--- config.mk ---
export PLATFORM = sky130hd
export DESIGN_NAME = upf_port
export DESIGN_NICKNAME = d
export VERILOG_FILES = /design/src/verilog/upf_pkg.sv /design/src/verilog/upf_fifo.sv /design/src/verilog/upf_port.sv
export SDC_FILE = /design/constraint.sdc
export NUM_CORES = 1
export LEC_CHECK = 0
export ABC_AREA = 0
export BUFFER_PORTS_ARGS = -buffer_cell sky130_fd_sc_hd__buf_2
export CAP_MARGIN = 40
export CORE_ASPECT_RATIO = 0.8
export CORE_MARGIN = 2
export CORE_UTILIZATION = 45
export CTS_CLUSTER_DIAMETER = 150
export DETAILED_ROUTE_END_ITERATION = 8
export SETUP_SLACK_MARGIN = 0.02
export SLEW_MARGIN = 40
export SYNTH_ARGS = -nofsm -noshare
export SYNTH_HDL_FRONTEND = slang
export SYNTH_SLANG_ARGS = --single-unit
--- constraint.sdc ---
create_clock -name CLK -period 8.45 [get_ports CLK]
set_input_delay 1.2675 -clock CLK [delete_from_list [all_inputs] [get_ports CLK]]
set_output_delay 1.2675 -clock CLK [all_outputs]
set_load 0.1 [all_outputs]
--- src/verilog/upf_pkg.sv ---
// package: constants, structs and states of the usb parallel fifo port
package upf_pkg;
  localparam int DATA_W = 8;
  localparam int FIFO_DEPTH = 16;
  localparam int PTR_W = 4;
  localparam int CLK_MHZ = 125;
  localparam int WAKE_HOLD_MS = 20;
  // least time rounds up; 20 ms at 125 MHz is an exact count
  localparam int WAKE_HOLD_CYCLES = (WAKE_HOLD_MS * 1000 * CLK_MHZ + 0) / 1;
  localparam int WAKE_CNT_W = 22;
  localparam logic [1:0] CFG_PIN_RST = 2'h0;
  localparam logic [1:0] CFG_SEL_TXE = 2'h1;
  localparam logic [1:0] CFG_SEL_RXF = 2'h2;
  localparam logic [1:0] CFG_SEL_SUSP = 2'h3;

  typedef struct packed {
    logic rd_n;
    logic wr;
    logic send_now_wake_n;
    logic rx_avail_in;
  } upf_pins_t;

  // idle levels of the strobes; synchroniser stages restart here so reset makes no false edge
  localparam upf_pins_t PINS_IDLE = '{rd_n: 1'b1, wr: 1'b0, send_now_wake_n: 1'b1, rx_avail_in: 1'b1};

  typedef struct packed {
    logic [DATA_W-1:0] data;
    logic valid;
  } upf_word_t;

  typedef enum logic [2:0] {
    ST_IDLE = 3'h1,
    ST_READ = 3'h2,
    ST_WRITE = 3'h4
  } upf_state_t;
endpackage : upf_pkg

--- src/verilog/upf_fifo.sv ---
// parameterised flip-flop fifo with valid/ready on both sides
`timescale 1ns/1ps
module upf_fifo #(
  parameter int WIDTH = 8,
  parameter int DEPTH = 16,
  parameter int AW = 4
) (
  // clock and reset
  input wire logic clk,
  input wire logic reset,
  // fill side
  input wire logic in_valid,
  output logic in_ready,
  input wire logic [WIDTH-1:0] in_data,
  // drain side
  output logic out_valid,
  input wire logic out_ready,
  output logic [WIDTH-1:0] out_data,
  output logic [AW:0] level
);
  typedef struct packed {
    logic [DEPTH-1:0][WIDTH-1:0] mem;
    logic [AW-1:0] wp;
    logic [AW-1:0] rp;
    logic [AW:0] cnt;
  } upf_fifo_state_t;

  upf_fifo_state_t s_reg, s_next;
  logic push, pop;

  assign in_ready = s_reg.cnt != (AW+1)'(DEPTH);
  assign out_valid = s_reg.cnt != '0;
  assign out_data = s_reg.mem[s_reg.rp];
  assign level = s_reg.cnt;
  assign push = in_valid && in_ready;
  assign pop = out_valid && out_ready;

  always_comb begin
    s_next = s_reg;
    if (push) begin
      s_next.mem[s_reg.wp] = in_data;
      s_next.wp = s_reg.wp + 1'b1;
    end
    if (pop) begin
      s_next.rp = s_reg.rp + 1'b1;
    end
    if (push && !pop) begin
      s_next.cnt = s_reg.cnt + 1'b1;
    end else if (pop && !push) begin
      s_next.cnt = s_reg.cnt - 1'b1;
    end
  end

  always_ff @(posedge clk) begin
    if (reset) begin
      s_reg <= '0;
    end else begin
      s_reg <= s_next;
    end
  end
endmodule : upf_fifo

--- src/verilog/upf_port.sv ---
// device side of the asynchronous eight-bit parallel fifo port
`timescale 1ns/1ps
module upf_port
  import upf_pkg::*;
(
  // clock and reset
  input wire logic CLK,
  input wire logic RESET,
  input wire logic RESET_PIN_N,
  // parallel bus pins
  input wire logic [upf_pkg::DATA_W-1:0] FIFO_DATA_IN,
  output logic [upf_pkg::DATA_W-1:0] FIFO_DATA_OUT,
  output logic FIFO_DATA_OE,
  input wire logic RD_N,
  input wire logic WR,
  // flags
  output logic TX_SPACE_N,
  output logic TX_SPACE_OE,
  input wire logic RX_AVAIL_N_IN,
  output logic RX_AVAIL_N,
  output logic RX_AVAIL_OE,
  input wire logic SEND_NOW_WAKE_N,
  // configurable pins
  output logic CONFIG_PIN_5,
  output logic CONFIG_PIN_6,
  // usb core side: receive stream in
  input wire logic RX_VALID,
  input wire logic [upf_pkg::DATA_W-1:0] RX_DATA,
  output logic RX_READY,
  // usb core side: transmit stream out
  output logic TX_VALID,
  output logic [upf_pkg::DATA_W-1:0] TX_DATA,
  input wire logic TX_READY,
  output logic TX_FLUSH,
  // suspend, wakeup and config memory
  input wire logic POWER_ENABLE_N,
  input wire logic REMOTE_WAKE_EN,
  input wire logic [1:0] CFG_PIN5_SEL,
  input wire logic [1:0] CFG_PIN6_SEL,
  output logic RESUME_REQ
);
  import upf_pkg::*;

  typedef struct packed {
    upf_pins_t s1;
    upf_pins_t s2;
    upf_pins_t s3;
    logic [1:0] rst_sync;
    upf_state_t st;
    logic [DATA_W-1:0] dout;
    logic dout_oe;
    logic rd_pop;
    logic wr_push;
    logic [DATA_W-1:0] wr_byte;
    logic [DATA_W-1:0] bus_s1;
    logic [DATA_W-1:0] bus_s2;
    logic txs_n;
    logic txs_oe;
    logic rxa_n;
    logic rxa_oe;
    logic [WAKE_CNT_W-1:0] wake_cnt;
    logic resume;
    logic flush;
    logic cfg5;
    logic cfg6;
  } upf_top_state_t;

  upf_top_state_t s_reg, s_next;
  logic rx_in_ready, rx_out_valid, tx_in_ready, tx_out_valid;
  logic [DATA_W-1:0] rx_out_data, tx_out_data;
  logic [PTR_W:0] rx_level, tx_level;
  logic dev_reset, suspended, wake_input;

  function automatic logic cfg_mux(input logic [1:0] sel, input logic txe, input logic rxf, input logic susp);
    unique case (sel)
      CFG_SEL_TXE: cfg_mux = txe;
      CFG_SEL_RXF: cfg_mux = rxf;
      CFG_SEL_SUSP: cfg_mux = susp;
      default: cfg_mux = CFG_PIN_RST[0];
    endcase
  endfunction : cfg_mux

  // strobe edges are judged on the two older synchroniser stages only
  function automatic logic fell_edge(input logic older, input logic newer);
    fell_edge = older && !newer;
  endfunction : fell_edge

  // one capture of the asynchronous pins into the first synchroniser stage
  function automatic upf_pins_t sample_pins(input logic rd_n, input logic wr, input logic snw_n, input logic rxa_in);
    sample_pins.rd_n = rd_n;
    sample_pins.wr = wr;
    sample_pins.send_now_wake_n = snw_n;
    sample_pins.rx_avail_in = rxa_in;
  endfunction : sample_pins

  // space counts a push still in flight, so a full fifo is never offered one more write
  function automatic logic tx_space_flag(input logic ready, input logic push_pending);
    tx_space_flag = !(ready && !push_pending);
  endfunction : tx_space_flag

  // a byte already being read is no longer announced, which avoids a double read
  function automatic logic rx_avail_flag(input logic valid, input logic pop_pending, input logic reading);
    rx_avail_flag = !(valid && !pop_pending && !reading);
  endfunction : rx_avail_flag

  // state after either reset: flags float, strobes at idle levels
  function automatic upf_top_state_t idle_state(input logic [1:0] sync);
    idle_state = '0;
    idle_state.s1 = PINS_IDLE;
    idle_state.s2 = PINS_IDLE;
    idle_state.s3 = PINS_IDLE;
    idle_state.rst_sync = sync;
    idle_state.st = ST_IDLE;
    idle_state.dout = '0;
    idle_state.dout_oe = 1'b0;
    idle_state.rd_pop = 1'b0;
    idle_state.wr_push = 1'b0;
    idle_state.wr_byte = '0;
    idle_state.bus_s1 = '0;
    idle_state.bus_s2 = '0;
    idle_state.txs_n = 1'b1;
    idle_state.txs_oe = 1'b0;
    idle_state.rxa_n = 1'b1;
    idle_state.rxa_oe = 1'b0;
    idle_state.wake_cnt = '0;
    idle_state.resume = 1'b0;
    idle_state.flush = 1'b0;
    idle_state.cfg5 = 1'b0;
    idle_state.cfg6 = 1'b0;
  endfunction : idle_state

  // reset pin is asynchronous to CLK, so it is synchronised first
  assign dev_reset = RESET || !s_reg.rst_sync[1];
  // power-enable indicator reads 1 while the host has the bus suspended
  assign suspended = POWER_ENABLE_N;
  assign wake_input = REMOTE_WAKE_EN && suspended;

  // receive buffer: core fills it, bus reads drain it
  upf_fifo #(.WIDTH(DATA_W), .DEPTH(FIFO_DEPTH), .AW(PTR_W)) u_rx_fifo (
    .clk(CLK),
    .reset(dev_reset),
    .in_valid(RX_VALID),
    .in_ready(rx_in_ready),
    .in_data(RX_DATA),
    .out_valid(rx_out_valid),
    .out_ready(s_reg.rd_pop),
    .out_data(rx_out_data),
    .level(rx_level)
  );

  // transmit buffer: bus writes fill it, core drains it and may stall
  upf_fifo #(.WIDTH(DATA_W), .DEPTH(FIFO_DEPTH), .AW(PTR_W)) u_tx_fifo (
    .clk(CLK),
    .reset(dev_reset),
    .in_valid(s_reg.wr_push),
    .in_ready(tx_in_ready),
    .in_data(s_reg.wr_byte),
    .out_valid(tx_out_valid),
    .out_ready(TX_READY),
    .out_data(tx_out_data),
    .level(tx_level)
  );

  assign RX_READY = rx_in_ready;
  assign TX_VALID = tx_out_valid;
  assign TX_DATA = tx_out_data;

  always_comb begin
    s_next = s_reg;
    s_next.s1 = sample_pins(RD_N, WR, SEND_NOW_WAKE_N, RX_AVAIL_N_IN);
    s_next.s2 = s_reg.s1;
    s_next.s3 = s_reg.s2;
    s_next.bus_s1 = FIFO_DATA_IN;
    s_next.bus_s2 = s_reg.bus_s1;
    s_next.rst_sync = {s_reg.rst_sync[0], RESET_PIN_N};
    s_next.rd_pop = 1'b0;
    s_next.wr_push = 1'b0;
    s_next.resume = 1'b0;
    s_next.flush = 1'b0;
    unique case (s_reg.st)
      ST_IDLE: begin
        // read wins if both strobes fall together; partner must avoid it
        if (fell_edge(s_reg.s3.rd_n, s_reg.s2.rd_n)) begin
          s_next.st = ST_READ;
          s_next.dout = rx_out_data;
          s_next.dout_oe = 1'b1;
          s_next.rd_pop = rx_out_valid && !wake_input;
        end else if (fell_edge(s_reg.s3.wr, s_reg.s2.wr)) begin
          s_next.wr_push = 1'b1;
          s_next.wr_byte = s_reg.bus_s2;
          s_next.st = ST_WRITE;
        end
      end
      ST_READ: begin
        if (s_reg.s2.rd_n) begin
          s_next.dout_oe = 1'b0;
          s_next.st = ST_IDLE;
        end
      end
      ST_WRITE: begin
        s_next.st = ST_IDLE;
      end
      default: begin
        s_next.st = ST_IDLE;
        s_next.dout_oe = 1'b0;
      end
    endcase
    // flags; space counts a push still in flight
    s_next.txs_n = tx_space_flag(tx_in_ready, s_reg.wr_push);
    s_next.txs_oe = 1'b1;
    s_next.rxa_n = rx_avail_flag(rx_out_valid, s_reg.rd_pop, s_reg.st == ST_READ);
    s_next.rxa_oe = !wake_input;
    // remote wake: pin held low 20 ms, counted on synchronised level
    if (wake_input && !s_reg.s2.rx_avail_in) begin
      if (s_reg.wake_cnt == WAKE_CNT_W'(WAKE_HOLD_CYCLES - 1)) begin
        s_next.resume = 1'b1;
        s_next.wake_cnt = '0;
      end else begin
        s_next.wake_cnt = s_reg.wake_cnt + 1'b1;
      end
    end else begin
      s_next.wake_cnt = '0;
    end
    // send-now: falling edge flushes, or wakes a suspended host
    if (fell_edge(s_reg.s3.send_now_wake_n, s_reg.s2.send_now_wake_n)) begin
      if (suspended) begin
        s_next.resume = 1'b1;
      end else begin
        s_next.flush = 1'b1;
      end
    end
    s_next.cfg5 = cfg_mux(CFG_PIN5_SEL, s_reg.txs_n, s_reg.rxa_n, suspended);
    s_next.cfg6 = cfg_mux(CFG_PIN6_SEL, s_reg.txs_n, s_reg.rxa_n, suspended);
  end

  always_ff @(posedge CLK) begin
    if (RESET) begin
      s_reg <= idle_state(2'h0);
    end else if (!s_reg.rst_sync[1]) begin
      // pin reset: flags float, synchroniser keeps running
      s_reg <= idle_state(s_next.rst_sync);
    end else begin
      s_reg <= s_next;
    end
  end

  assign FIFO_DATA_OUT = s_reg.dout;
  assign FIFO_DATA_OE = s_reg.dout_oe;
  assign TX_SPACE_N = s_reg.txs_n;
  assign TX_SPACE_OE = s_reg.txs_oe;
  assign RX_AVAIL_N = s_reg.rxa_n;
  assign RX_AVAIL_OE = s_reg.rxa_oe;
  assign CONFIG_PIN_5 = s_reg.cfg5;
  assign CONFIG_PIN_6 = s_reg.cfg6;
  assign TX_FLUSH = s_reg.flush;
  assign RESUME_REQ = s_reg.resume;
endmodule : upf_port

==> impl_metrics.tcl <==
set metrics [dict create \
    outcome "finished, final reports clean" \
    synth-warning-count 0 \
    post-dp-hpwl_um 21200 \
    combPwrFrac_pct 1.4 \
    cts_root_buf "clkbuf_16" \
    worstPathRequired_ps 7180 \
    num_rows 59 \
    end_kind "output pin" \
    postCtsResizedCells 0 \
    rsz0062_at_grt "no" \
    grt_pass1_vias 9837 \
    tns_ps 0 \
    vias 10600 \
    syn_area_um2 14700 \
    async_reset_ff_share_pct 0 \
    hold-path-endpoint "s_next[70]$_SDFF_PP1_" \
    power.total_mw 3.45 \
    register_area_um2 7270 \
    maxSlewViolCount 0 \
    reg2regPathDepth 11 \
    layout.nets 1498 \
    crit_arrival_ps 2870 \
    wl_per_cell_um 17.8 \
    syn_inst 1471 \
    syn_nets 1524 \
    max_freq_ghz 0.242 \
    syn_to_final_growth_pct 10.2 \
    ant_nets 0 \
    clock_path_buffers 3 \
    min_from "s_next[74]$_SDFF_PP1_" \
    max-slew-margin-rel_pct 44.9 \
    clock_skew_ps 19.1 \
    hold_depth 1 \
    routabilityCongestion 0.787 \
    synth_ff_type "dfxtp_1" \
    r2r_setup_slack_ps 5470 \
    overflow 0 \
    crit_fanout 35 \
    r2r-start "u_tx_fifo.level[0]$_SDFFE_PP0P_" \
    postLayoutCoreUtil_pct 50.1 \
    hold_viol 0 \
    grt_max_degree 178 \
    n_fill_cell 2979 \
    port_buffers 57 \
    insertedDiodeCount 0 \
    p_sw_share_pct 20.9 \
    ir_drop_mv 0.120 \
    post_cts_buffers 0 \
    setup_violations 0 \
    fin_crit_sh_pct 49.0 \
    layout-drive-gt1-share_pct 15.5 \
    layout_commonest_cell "dfxtp_1" \
    htreeDepth 2 \
    avgSynthCellArea_um2 9.99 \
    multi_input_area_um2 6720 \
    p_clk_share_pct 48.8 \
    core_area_um2 32300 \
    r2r-end "u_tx_fifo.level[4]$_SDFFE_PP0P_" \
    cts_tree "done" \
    hp-class "reg -> reg" \
    yosysSeqAreaShare_pct 49.4 \
    ys_seq_elements 363 \
    die-area_um2 34100 \
    grtUsageTotal_pct 20.1 \
    worst_skew_pair.late_latency_ps 530 \
    synth_cell_types 54 \
    drc 0 \
    ctsHoldBuffers 0 \
    clock_sinks 363 \
    worstMarginPinSlew_ps 819 \
    clkTransAtPathRegs_ps 60 \
    drt_iter0_drc 732 \
    drv_cap 0 \
    placed_area_um2 14900 \
    die_y_um 166 \
    pwr-share-seq_pct 49.8 \
    firstDrtPassIters 5 \
    numCtsBuffers 38 \
    p_int_mw 2.73 \
    start_kind "register" \
    design_area_um2 16200 \
    io_pins 58 \
    synth_edf_count 0 \
    leakage_nw 5.51 \
    p_per_area_nw_per_um2 213 \
    start_util_pct 45.5 \
    grt_pass1_wl_um 54900 \
    antenna_found_initial 1 \
    wl_um 33900 \
    layout_common_cells "361 x dfxtp_1, 287 x nand3_1, 261 x o21ai_0" \
    path_class "reg -> out" \
    p_switching_mw 0.721 \
    period_needed_ps 4140 \
    viasPerCell 5.56 \
    die_x_um 206 \
]
[power groups by stage]
stage / clock (mW) / combinational (mW) / sequential (mW)
after floorplan: 0 / 0.0299 / 1.76
final: 1.68 / 0.0486 / 1.72
after detailed placement: 0 / 0.0485 / 1.75
after global routing: 1.79 / 0.0531 / 1.71
after global placement: 0 / 0.0479 / 1.75
after CTS: 1.71 / 0.0488 / 1.72
[cell families (layout without fill, tap and decap cells)]
| group | count (synthesis) | count (layout) | synth area share (%) |
|---|---|---|---|
| multiplexers | 102 | 102 | 13.1 |
| adder cells (fa/ha/maj) | 22 | 22 | 1.97 |
| buffers and inverters | 144 | 147 | 4.98 |
| AND/OR/NAND/NOR | 495 | 495 | 17.2 |
| flip-flops | 363 | 363 | 49.4 |
| AO/OA/AOI/OAI | 307 | 307 | 11.0 |
| XOR/XNOR | 38 | 38 | 2.26 |
[final cells by class]
| class | instances | area share, % |
|---|---|---|
| sequential | 363 | 44.9 |
| multi-input combinational | 964 | 41.5 |
| clock buffer | 54 | 6.99 |
| tap | 427 | 3.30 |
| timing repair buffer | 64 | 2.09 |
| clock inverter | 15 | 0.865 |
| inverter | 14 | 0.402 |
[synth_stat cells, types with 8 or more instances]
cell	n	area, µm²
a21oi_1	19	95.1
and2_1	21	131
buf_1	9	33.8
buf_2	47	235
buf_4	16	120
clkbuf_1	50	188
dfxtp_1	363	7270
ha_1	20	250
inv_1	12	45.0
mux2i_1	28	280
mux4_2	72	1620
nand2_1	39	146
nand2b_1	12	75.1
nand3_1	287	1440
nand3_2	8	80.1
nand4_1	16	100
nor2_1	74	278
nor2b_1	10	62.6
o21ai_0	261	1310
xnor2_1	13	114
xor2_1	25	219
[stage by stage]
| step | hold WS, ps | setup WS [ps] | cells |
|---|---|---|---|
| final | 418 | 4310 | 1901 |
| after CTS | 419 | 4240 | 1901 |
| after global placement | 392 | 4270 | 1832 |
| after floorplan | 386 | 5210 | 1471 |
| after detailed placement | 396 | 4390 | 1832 |
| after global routing | 435 | 4180 | 1901 |
[how the worst max path moves through the flow]
stage | from | endpoint | slack, ps | depth (start not counted)
2_1_floorplan | u_tx_fifo.s_reg[6]$_SDFFE_PP0P_ | TX_DATA[0] | 5210 | 4
3_3_place_gp | RESET | s_reg[16]$_SDFF_PP0_ | 4270 | 7
3_5_place_dp | RESET | s_reg[7]$_SDFF_PP0_ | 4390 | 7
4_1_cts | u_tx_fifo.s_reg[5]$_SDFFE_PP0P_ | TX_DATA[0] | 4240 | 4
5_1_grt | u_tx_fifo.s_reg[5]$_SDFFE_PP0P_ | TX_DATA[4] | 4180 | 4
6_report | u_tx_fifo.s_reg[5]$_SDFFE_PP0P_ | TX_DATA[7] | 4310 | 4
[critical path, stage by stage, from the launching register on]
cell and delay (ps):
dfxtp_2 310, buf_4 540, mux4_2 630, mux4_2 500, buf_2 310
[per-layer routing]
layer | track usage, % | wire length [µm] | vias up
met5 | 0 | 13 | -
met1 | 31.4 | 17600 | 5102
li1 | - | - | 5234
met2 | 28.2 | 14000 | 196
met3 | 3.99 | 1700 | 45
met4 | 4.94 | 553 | 2
(Power assumes the default switching activity.)
